<file path="src/rtl/datagram_seq_consts.vh">
`ifndef DATAGRAM_SEQ_CONSTS_VH
`define DATAGRAM_SEQ_CONSTS_VH

// register_or_ram_select is this byte address bit
`define RRS_BIT          7
`define ADDR_W           8
// control registers (register_or_ram_select = 0)
`define OFF_CTRL         7'h00
`define OFF_STATUS       7'h04
`define CTRL_LAST_LSB    0
`define CTRL_LAST_MSB    1
`define CTRL_SEND_BIT    8
`define STAT_BUSY_BIT    0
`define STAT_ADDR_LSB    4
`define STAT_ADDR_MSB    5
`define LAST_RST         2'h2
// table layout: 32 words of two 6-bit entries
`define TAB_WORDS        32
`define TAB_ENTRIES      64
`define ENT_W            6
`define EVEN_LSB         0
`define ODD_LSB          6
`define NXM_BIT          5
// selection codes
`define CODE_COIL_LAST   5'h0f
`define CODE_ZERO        5'h10
`define CODE_ONE         5'h11
`define CODE_DIR         5'h12
`define CODE_STEP        5'h13
// default entries
`define DEF_DRIVER_LEN   12
`define DEF_ENTRIES      36
// axi responses
`define RESP_OKAY        2'h0
`define RESP_SLVERR      2'h2
// sequencer states
`define ST_IDLE          3'h0
`define ST_SETUP         3'h1
`define ST_LOW           3'h2
`define ST_HIGH          3'h3
`define ST_HOLD          3'h4
// serial half-bit period in aclk cycles
`define HALF_BIT_CYCLES  8

`endif

</file>
<file path="src/rtl/driver_chain_datagram_sequencer.v">
// Overview of operation
// - codes 0..5 pick coil A current bits
// - code 6 phase A, code 7 decay A
// - codes 8..15 same layout for coil B
// - code 16 sends 0, 17 sends 1
// - code 18 sends motor direction bit
// - code 19 sends motor step bit
// - transmit only on request
// - snapshot all motor signals before shifting
// - start at motor 0, table entry 0
// - flag at last driver ends datagram
// - after end, address zero, wait idle
// - table access allowed during transmission
// - reset values need no transmission
// - table preloaded with twelve-bit driver layout
// - motion writes may request datagrams
// - entry is code plus next-motor flag
// - 32 words of two entries, sequential
// - select bit picks table or registers
`timescale 1ns/100ps
`include "datagram_seq_consts.vh"

module driver_chain_datagram_sequencer #(
    parameter MOTORS   = 3,
    parameter HALF_BIT = `HALF_BIT_CYCLES
) (
    // clock and reset
    input  wire                  aclk,
    input  wire                  aresetn,
    // axi4-lite slave
    input  wire [`ADDR_W-1:0]    s_axi_awaddr,
    input  wire                  s_axi_awvalid,
    output wire                  s_axi_awready,
    input  wire [31:0]           s_axi_wdata,
    input  wire [3:0]            s_axi_wstrb,
    input  wire                  s_axi_wvalid,
    output wire                  s_axi_wready,
    output reg  [1:0]            s_axi_bresp,
    output reg                   s_axi_bvalid,
    input  wire                  s_axi_bready,
    input  wire [`ADDR_W-1:0]    s_axi_araddr,
    input  wire                  s_axi_arvalid,
    output wire                  s_axi_arready,
    output reg  [31:0]           s_axi_rdata,
    output reg  [1:0]            s_axi_rresp,
    output reg                   s_axi_rvalid,
    input  wire                  s_axi_rready,
    // motor unit signals, one slice per motor except the shared send_request
    input  wire [6*MOTORS-1:0]   coil_a_current,
    input  wire [MOTORS-1:0]     coil_a_phase_polarity,
    input  wire [MOTORS-1:0]     coil_a_fast_decay,
    input  wire [6*MOTORS-1:0]   coil_b_current,
    input  wire [MOTORS-1:0]     coil_b_phase_polarity,
    input  wire [MOTORS-1:0]     coil_b_fast_decay,
    input  wire [MOTORS-1:0]     direction,
    input  wire [MOTORS-1:0]     step,
    input  wire                  send_request,
    // driver chain
    output reg                   drv_sclk,
    output reg                   drv_mosi,
    output reg                   drv_cs_n,
    output wire                  busy
);

    reg  [`ENT_W-1:0]  table_ram [0:`TAB_ENTRIES-1];
    reg  [16*MOTORS-1:0] snap_coil;
    reg  [MOTORS-1:0]  snap_dir;
    reg  [MOTORS-1:0]  snap_step;
    reg  [1:0]         last_driver_index;
    reg  [1:0]         motor_driver_address;
    reg  [5:0]         entry_ptr;
    reg  [2:0]         state;
    reg                pending;
    reg  [7:0]         div_cnt;
    reg                aw_held;
    reg                w_held;
    reg  [`ADDR_W-1:0] aw_addr;
    reg  [31:0]        w_data;
    reg  [3:0]         w_strb;
    reg                sel_bit;
    integer            i;
    integer            j;

    wire [`ENT_W-1:0]  cur_entry = table_ram[entry_ptr];
    wire [4:0]         cur_code  = cur_entry[4:0];
    wire               cur_nxm   = cur_entry[`NXM_BIT];
    wire               tick      = (div_cnt == HALF_BIT[7:0] - 8'h01);
    wire               do_write  = aw_held && w_held && !s_axi_bvalid;
    wire               wr_ram    = aw_addr[`RRS_BIT];
    wire [4:0]         wr_word   = aw_addr[6:2];
    wire               ctrl_send = do_write && !wr_ram && aw_addr[6:0] == `OFF_CTRL
                                   && w_strb[1] && w_data[`CTRL_SEND_BIT];

    assign s_axi_awready = !aw_held;
    assign s_axi_wready  = !w_held;
    assign s_axi_arready = !s_axi_rvalid;
    assign busy          = (state != `ST_IDLE);

    // power-on table layout: twelve-bit drivers, fast decay fixed on
    function [`ENT_W-1:0] default_entry;
        input integer idx;
        integer k;
        begin
            k = idx % `DEF_DRIVER_LEN;
            if (idx >= `DEF_ENTRIES)
                default_entry = 6'h00;
            else if (k == 0 || k == 6)
                default_entry = {1'b0, `CODE_ONE};
            else if (k < 5)
                default_entry = 6'h06 - k[5:0];
            else if (k == 5)
                default_entry = 6'h06;
            else if (k < 11)
                default_entry = 6'h14 - k[5:0];
            else
                default_entry = 6'h2e;
        end
    endfunction

    // bit selection from the snapshot of the addressed motor
    always @*
    begin
        sel_bit = 1'b0;
        if (cur_code <= `CODE_COIL_LAST)
            sel_bit = snap_coil[{motor_driver_address, cur_code[3:0]}];
        else if (cur_code == `CODE_ZERO)
            sel_bit = 1'b0;
        else if (cur_code == `CODE_ONE)
            sel_bit = 1'b1;
        else if (cur_code == `CODE_DIR)
            sel_bit = snap_dir[motor_driver_address];
        else if (cur_code == `CODE_STEP)
            sel_bit = snap_step[motor_driver_address];
        else
            sel_bit = 1'b0;
    end

    // axi write channel and table / register writes
    always @(posedge aclk)
    begin
        if (!aresetn)
        begin
            aw_held           <= 1'b0;
            w_held            <= 1'b0;
            aw_addr           <= {`ADDR_W{1'b0}};
            w_data            <= 32'h0;
            w_strb            <= 4'h0;
            s_axi_bvalid      <= 1'b0;
            s_axi_bresp       <= `RESP_OKAY;
            last_driver_index <= `LAST_RST;
            for (i = 0; i < `TAB_ENTRIES; i = i + 1)
                table_ram[i] <= default_entry(i);
        end
        else
        begin
            if (s_axi_awvalid && !aw_held)
            begin
                aw_held <= 1'b1;
                aw_addr <= s_axi_awaddr;
            end
            if (s_axi_wvalid && !w_held)
            begin
                w_held <= 1'b1;
                w_data <= s_axi_wdata;
                w_strb <= s_axi_wstrb;
            end
            if (do_write)
            begin
                aw_held      <= 1'b0;
                w_held       <= 1'b0;
                s_axi_bvalid <= 1'b1;
                s_axi_bresp  <= `RESP_OKAY;
                if (wr_ram)
                begin
                    if (w_strb[0])
                        table_ram[{wr_word, 1'b0}] <= w_data[`EVEN_LSB +: `ENT_W];
                    if (w_strb[0] && w_strb[1])
                        table_ram[{wr_word, 1'b1}] <= w_data[`ODD_LSB +: `ENT_W];
                end
                else if (aw_addr[6:0] == `OFF_CTRL)
                begin
                    if (w_strb[0])
                        last_driver_index <= w_data[`CTRL_LAST_MSB:`CTRL_LAST_LSB];
                end
                else if (aw_addr[6:0] != `OFF_STATUS)
                    s_axi_bresp <= `RESP_SLVERR;
            end
            else if (s_axi_bvalid && s_axi_bready)
                s_axi_bvalid <= 1'b0;
        end
    end

    // axi read channel
    always @(posedge aclk)
    begin
        if (!aresetn)
        begin
            s_axi_rvalid <= 1'b0;
            s_axi_rdata  <= 32'h0;
            s_axi_rresp  <= `RESP_OKAY;
        end
        else if (s_axi_arvalid && !s_axi_rvalid)
        begin
            s_axi_rvalid <= 1'b1;
            s_axi_rresp  <= `RESP_OKAY;
            s_axi_rdata  <= 32'h0;
            if (s_axi_araddr[`RRS_BIT])
                s_axi_rdata[11:0] <= {table_ram[{s_axi_araddr[6:2], 1'b1}],
                                      table_ram[{s_axi_araddr[6:2], 1'b0}]};
            else if (s_axi_araddr[6:0] == `OFF_CTRL)
                s_axi_rdata[`CTRL_LAST_MSB:`CTRL_LAST_LSB] <= last_driver_index;
            else if (s_axi_araddr[6:0] == `OFF_STATUS)
            begin
                s_axi_rdata[`STAT_BUSY_BIT] <= busy;
                s_axi_rdata[`STAT_ADDR_MSB:`STAT_ADDR_LSB] <= motor_driver_address;
            end
            else
                s_axi_rresp <= `RESP_SLVERR;
        end
        else if (s_axi_rvalid && s_axi_rready)
            s_axi_rvalid <= 1'b0;
    end

    // serial sequencer
    always @(posedge aclk)
    begin
        if (!aresetn)
        begin
            state                <= `ST_IDLE;
            pending              <= 1'b0;
            div_cnt              <= 8'h00;
            entry_ptr            <= 6'h00;
            motor_driver_address <= 2'h0;
            snap_coil            <= {16*MOTORS{1'b0}};
            snap_dir             <= {MOTORS{1'b0}};
            snap_step            <= {MOTORS{1'b0}};
            drv_sclk             <= 1'b1;
            drv_mosi             <= 1'b0;
            drv_cs_n             <= 1'b1;
        end
        else
        begin
            if (send_request || ctrl_send)
                pending <= 1'b1;
            div_cnt <= (state == `ST_IDLE || tick) ? 8'h00 : div_cnt + 8'h01;
            case (state)
                `ST_IDLE:
                begin
                    if (pending)
                    begin
                        pending <= send_request || ctrl_send;
                        for (j = 0; j < MOTORS; j = j + 1)
                            snap_coil[16*j +: 16] <= {coil_b_fast_decay[j],
                                coil_b_phase_polarity[j], coil_b_current[6*j +: 6],
                                coil_a_fast_decay[j], coil_a_phase_polarity[j],
                                coil_a_current[6*j +: 6]};
                        snap_dir             <= direction;
                        snap_step            <= step;
                        entry_ptr            <= 6'h00;
                        motor_driver_address <= 2'h0;
                        drv_cs_n             <= 1'b0;
                        state                <= `ST_SETUP;
                    end
                end
                `ST_SETUP:
                    if (tick)
                        state <= `ST_LOW;
                `ST_LOW:
                begin
                    drv_sclk <= 1'b0;
                    drv_mosi <= sel_bit;
                    if (tick)
                        state <= `ST_HIGH;
                end
                `ST_HIGH:
                begin
                    drv_sclk <= 1'b1;
                    if (tick)
                    begin
                        entry_ptr <= entry_ptr + 6'h01;
                        state     <= `ST_LOW;
                        if (cur_nxm && motor_driver_address == last_driver_index)
                        begin
                            motor_driver_address <= 2'h0;
                            state                <= `ST_HOLD;
                        end
                        else if (cur_nxm)
                            motor_driver_address <= motor_driver_address + 2'h1;
                    end
                end
                `ST_HOLD:
                    if (tick)
                    begin
                        drv_cs_n <= 1'b1;
                        drv_mosi <= 1'b0;
                        state    <= `ST_IDLE;
                    end
                default:
                    state <= `ST_IDLE;
            endcase
        end
    end

endmodule

</file>
<file path="config.mk">
export PLATFORM = sky130hd
export DESIGN_NAME = driver_chain_datagram_sequencer
export DESIGN_NICKNAME = d
export VERILOG_FILES = /design/src/rtl/driver_chain_datagram_sequencer.v
export VERILOG_INCLUDE_DIRS = /design/src /design/src/rtl
export SDC_FILE = /design/constraint.sdc
export NUM_CORES = 1
export LEC_CHECK = 0
export ABC_AREA = 0
export BUFFER_PORTS_ARGS = -buffer_cell sky130_fd_sc_hd__buf_2
export CELL_PAD_IN_SITES_DETAIL_PLACEMENT = 1
export CELL_PAD_IN_SITES_GLOBAL_PLACEMENT = 1
export CORE_AREA = 2 2 232 234
export CTS_BUF_LIST = sky130_fd_sc_hd__clkbuf_4 sky130_fd_sc_hd__clkbuf_8 sky130_fd_sc_hd__clkbuf_16
export CTS_CLUSTER_DIAMETER = 200
export DETAILED_ROUTE_END_ITERATION = 12
export DIE_AREA = 0 0 234 236
export PLACE_DENSITY_LB_ADDON = 0.1
export SYNTH_ARGS = -nofsm -noshare
export SYNTH_HDL_FRONTEND = slang
export SYNTH_SLANG_ARGS = --single-unit
</file>
<file path="constraint.sdc">
create_clock -name aclk -period 3.5 [get_ports aclk]
set_input_delay 0.7 -clock aclk [delete_from_list [all_inputs] [get_ports aclk]]
set_output_delay 0.7 -clock aclk [all_outputs]
set_load 0.01 [all_outputs]
</file>
======== Word level (Yosys, flattened, before mapping) ========
Memories as Yosys holds them, arrays and structs flattened. A register that Yosys moved wholly into a read port is not among the register bits.
Cells that the tools add are included.
word-level totals
  register bits ........................... 121
  memory bits (writable) .................. 384
  input port bits ......................... 114
  output and inout port bits .............. 45
  word-level logic and storage cells ...... 175
  memories kept ........................... 1
memory list
  name       depth  bits a word  rd ports  clocked after memory_dff  write ports  line                                  RTL
  table_ram  64     6            3         1                         64           driver_chain_datagram_sequencer.v:65  reg [`ENT_W-1:0] table_ram [0:`TAB_ENTRIES-1];
operators by class
  add/subtract/negate cells ............... 3
  order comparisons ....................... 3
  equality and inequality tests ........... 18
  mux-type cells .......................... 85
  bitwise gates (word level) .............. 2
  reduce and logical (&&, ||, !) cells .... 41
operators by type and width
  kind                                                                              number
  6-bit 2-to-1 mux                                                                  21
  1-bit 2-to-1 mux                                                                  34
  2-bit 2-to-1 mux                                                                  15
  5-bit equality test, second input constant                                        4
  3-bit 2-to-1 mux                                                                  6
  3-bit case mux with 5 select lines                                                1
  7-bit zero test                                                                   2
  1-bit logical AND                                                                 13
  6-bit case mux with 2 select lines                                                1
  2-bit nonzero test                                                                6
  6-bit OR reduction                                                                2
  2-bit != test, second input constant                                              5
  8-bit by 1-bit adder with 8-bit output, second input constant                     1
  8-bit by 3-bit equality test with 1-bit output, second input constant             1
  4-bit AND reduction                                                               2
  7-bit by 3-bit equality test with 1-bit output, second input constant             1
  6-bit by 7-bit less-than comparator with 1-bit output, second input constant      1
  7-bit by 3-bit != test with 1-bit output, second input constant                   1
  6-bit by 1-bit adder with 6-bit output, second input constant                     1
  1-bit binary-select mux with 6-bit select                                         1
  3-bit by 2-bit equality test with 1-bit output, second input constant             2
  1-bit case mux with 2 select lines                                                3
  3-bit AND reduction                                                               2
  5-bit by 4-bit less-or-equal comparator with 1-bit output, second input constant  1
  16 further kinds                                                                  25

======== Logic depth before layout (Yosys ltp) ========
  depth in word-level cells ............... 10
  depth in mapped cells ................... 15
  depth with buffers taken out ............ 11

======== Worst setup path after synthesis ========
No wires, ideal clock.
  path type ............................... input -> register
  from .................................... in s_axi_araddr[2]
  to ...................................... reg s_axi_rdata[6]
  setup time .............................. 0.115 ns
  arrival time ............................ 3.154 ns
  required time ........................... 3.385 ns
  path slack .............................. 0.232 ns
  stages .................................. 8
  buffers on the path ..................... 3
  cells stage by stage .................... buf_2 > buf_1 > buf_2 > mux4_2 > mux4_2 > mux2i_1 > o21ai_0 > and2_1
between the ends
  word-level cells in the longest chain between the ends .. 2
ends and longest elaborated chain
  item                             line                                   RTL
  from (decl)                      driver_chain_datagram_sequencer.v:41   input wire [`ADDR_W-1:0] s_axi_araddr,
  memory 64 x 6 bit                n/a
  6-bit 2-to-1 mux                 driver_chain_datagram_sequencer.v:207  if (s_axi_araddr[`RRS_BIT])
  to (signal assigned)             driver_chain_datagram_sequencer.v:208  s_axi_rdata[11:0] <= {table_ram[{s_axi_araddr[6:2], 1'b1}],
  to (signal, indexed assignment)  driver_chain_datagram_sequencer.v:211  s_axi_rdata[`CTRL_LAST_MSB:`CTRL_LAST_LSB] <= last_driver_index;
  to (signal, indexed assignment)  driver_chain_datagram_sequencer.v:214  s_axi_rdata[`STAT_BUSY_BIT] <= busy;
  to (decl)                        driver_chain_datagram_sequencer.v:44   output reg [31:0] s_axi_rdata,
No other way between the ends.
A chain may end at the register's enable or synchronous reset.

==> impl_metrics.py <==
metrics = {
    "run_status": {
        "status": "finished, final reports clean",
    },
    "setup_path": {
        "setup.worst_path.class": "flip-flop to flip-flop",
        "cp_max_fo": 12,
        "reg2reg_to": "drv_mosi$_SDFFE_PN0P_",
        "crit_path_start_kind": "flip-flop",
        "required_ns": 3.98,
        "end_kind": "flip-flop",
        "r2r_setup_slack_ns": 0.15,
        "worstPathArrival_ns": 3.83,
        "reg2reg_depth": 9,
    },
    "drt": {
        "wirelength_um": 94700,
        "dr.pass1.iters": 7,
        "avgViaCountPerCell": 6.55,
        "first_iter_violations": 2385,
        "wire_per_inst_um": 31.7,
        "vias": 19566,
        "drc": 0,
        "antenna_left": 0,
    },
    "pwr": {
        "p_per_area_nw_per_um2": 460,
        "power_leakage_nw": 11.0,
        "ir_worst_vdd_uv": 468,
    },
    "synthesis": {
        "avgSynthCellArea_um2": 12.6,
        "synthTopCellsByCount": "edfxtp_1, nand2_1, mux4_2",
        "synth-xor-area-share": 0.00395,
        "seq_area_frac_synth": 0.528,
        "synth_cell_types": 74,
        "yosys_warnings": 0,
        "synth_top_family_by_area": "multiplexers",
        "synth-edff-count": 384,
        "synth_compound_area_frac": 0.0553,
        "ys.flop_type": "edfxtp_1",
        "ys_top_cells_by_area": "edfxtp_1, mux4_2, dfxtp_1",
        "netlist_area_um2": 26600,
        "synthArstFlopShare": 0,
        "synth_top_area_share": 0.434,
        "synth_fa_ha_area_frac": 0.000941,
        "postSynthCellCount": 2110,
        "synthSimpleGateAreaFrac": 0.161,
        "synth_most_common_cell": "edfxtp_1",
        "synth_top_area_cell": "edfxtp_1",
        "synth-seq-cells": 509,
        "synthMuxAreaShare": 0.212,
    },
    "floorplanning": {
        "io_pins": 159,
        "initial_core_util": 0.501,
        "fp.coreArea_um2": 53100,
        "die_w_um": 234,
        "die_h_um": 236,
        "rows": 85,
        "die-area_um2": 55200,
    },
    "layout": {
        "areaGrowthSynthToFinish_pct": 14.1,
        "fillers": 5333,
        "layoutNonFillerInstCount": 2985,
        "drive_gt1_frac": 0.268,
        "fin_nets": 2360,
    },
    "worst_hold_path": {
        "hp-class": "input pin to flip-flop",
        "hold-path-endpoint": "aw_held$_SDFFE_PP0P_",
        "hold-path-cell-count": 3,
        "min_from": "s_axi_awvalid",
    },
    "placement": {
        "place_congestion": 0.945,
        "io_buffers": 114,
        "dp_hpwl_um": 67500,
        "dpl_worst_slack_ns": 0.0542,
        "dpl.cell_count": 2874,
    },
    "grt": {
        "grt_pass1_vias": 19942,
        "grt_pass1_wl_um": 138000,
        "grtUsageTotal": 0.347,
        "antenna_found_initial": 3,
        "grt_start_max_net_pins": 136,
        "grt_overflow": 0,
    },
    "clock_network": {
        "htreeDepth": 2,
        "cts_root_buf": "clkbuf_16",
        "cts_buffers": 55,
        "cts_tree": "done",
        "insertion_delay_ns": 0.64,
        "ctsLongestPathBuffers": 3,
        "path_clk_slew_ns": 0.06,
        "cts.sinks": 509,
    },
    "sta": {
        "min_period_ns": 3.35,
        "fin_ws_ns": 0.154,
        "relSlewSlack": 0.175,
        "report.final.slew_viol_count": 0,
        "timing.fmax_mhz": 299,
        "hold_viol_final": 0,
        "fin_skew_ns": 0.0249,
        "setup-violations-final": 0,
        "fin_crit_sh": 0.956,
        "worst_slew_pin_slew_ns": 1.23,
    },
    "flow_run": {
        "drv_cap": 0,
    },
}
==> layer usage <==
metal,global-route usage,share of wire
met5,0,0
met4,0.155,0.051
met3,0.0734,0.10
met2,0.542,0.47
met1,0.467,0.38
==> logic make-up after synthesis <==
family,count (synthesis)
DFF,509
other,1
AOI/OAI and AO/OA,211
adders and majority gates,2
muxes,304
buffers and inverters,219
and+or+nand+nor,852
xor gates and xnor gates,12
==> layout make-up <==
class                   count  area [um^2]  area share
diodes                      2         5.00    0.000165
well taps                 696          871      0.0287
clock buffers              72         1570      0.0517
multi-input cells        1403        11600       0.383
inverters                  12         47.5     0.00157
repair buffers            263         1970      0.0649
flip-flops and latches    509        14100       0.463
clock inverters            28          210     0.00693
==> sequential cells by signal, summed over array words and instances (netlist names), 2 cells and up, named ones only <==
| name | cells |
|---|---|
| table_ram | 384 |
| snap_coil | 48 |
| s_axi_rdata | 12 |
| w_data | 12 |
| aw_addr | 8 |
| div_cnt | 8 |
| entry_ptr | 6 |
| snap_dir | 3 |
| snap_step | 3 |
| state | 3 |
| last_driver_index | 2 |
| motor_driver_address | 2 |
| w_strb | 2 |
==> timing repair <==
action / 4_1_cts / 5_1_grt
setup buffers: 0 / 9
resized for setup: 0 / 6
setup endpoints to repair: 0 / 2
hold buffers: 0 / 0
hold endpoints to repair: 0 / 0
==> through the flow <==
stage          instance area, um^2  hold slack, ns  power, mW   TNS, ns  utilization
6_report                     30300           0.307       13.9         0        0.572
5_1_grt                      30300           0.333       14.3  -0.00746        0.572
4_1_cts                      30200           0.295       14.0         0        0.570
3_5_place_dp                 28500           0.460       8.16         0        0.536
3_3_place_gp                 28500           0.452       8.11         0        0.536
2_1_floorplan                26700           0.438       7.57         0            -
==> worst max-delay path by stage <==
stage	startpoint	end	slack (ns)	depth (start not counted)
finish	flip-flop	drv_mosi$_SDFFE_PN0P_	0.15	9
global route	flip-flop	drv_mosi$_SDFFE_PN0P_	-0.007	13
CTS	flip-flop	drv_mosi$_SDFFE_PN0P_	0.07	12
detailed placement	flip-flop	drv_mosi$_SDFFE_PN0P_	0.05	12
global placement	flip-flop	drv_mosi$_SDFFE_PN0P_	0.13	12
floorplan	s_axi_araddr[2]	s_axi_rdata[6]$_SDFFE_PN0P_	0.23	8
==> power by group <==
group	leakage, nW	total (mW)	internal (mW)	switching, mW
Clock	0.896	5.87	3.36	2.51
Sequential	4.73	6.89	6.66	0.227
Combinational	5.39	1.18	0.472	0.712
==> worst max-delay path, cell delays in order (launching register included) <==
cell,delay [ns]
dfxtp_2,0.41
buf_6,0.23
mux4_1,0.65
mux4_2,0.53
mux4_2,0.57
nand3_1,0.12
a2111oi_0,0.07
a41o_1,0.22
a311oi_1,0.24
a41oi_1,0.14
==> placed cells by master (no fill, tap or decap), types with 13 or more instances in the layout <==
cell and n:
mux2i_1 94, conb_1 22, buf_4 128, nor2_1 137
clkinv_2 13, or2_2 42, nand3_1 38, nor2b_1 24
o21ai_0 44, or3_1 31, and2_1 113, nand2b_1 19
buf_2 111, buf_12 21, dfxtp_1 115, nand2_1 272
edfxtp_1 384, a21boi_0 75, and3_1 129, a21oi_1 23
nor3_1 18, a22oi_1 16, mux4_1 18, clkbuf_16 57
mux4_2 182
(Power assumes the default switching activity.)
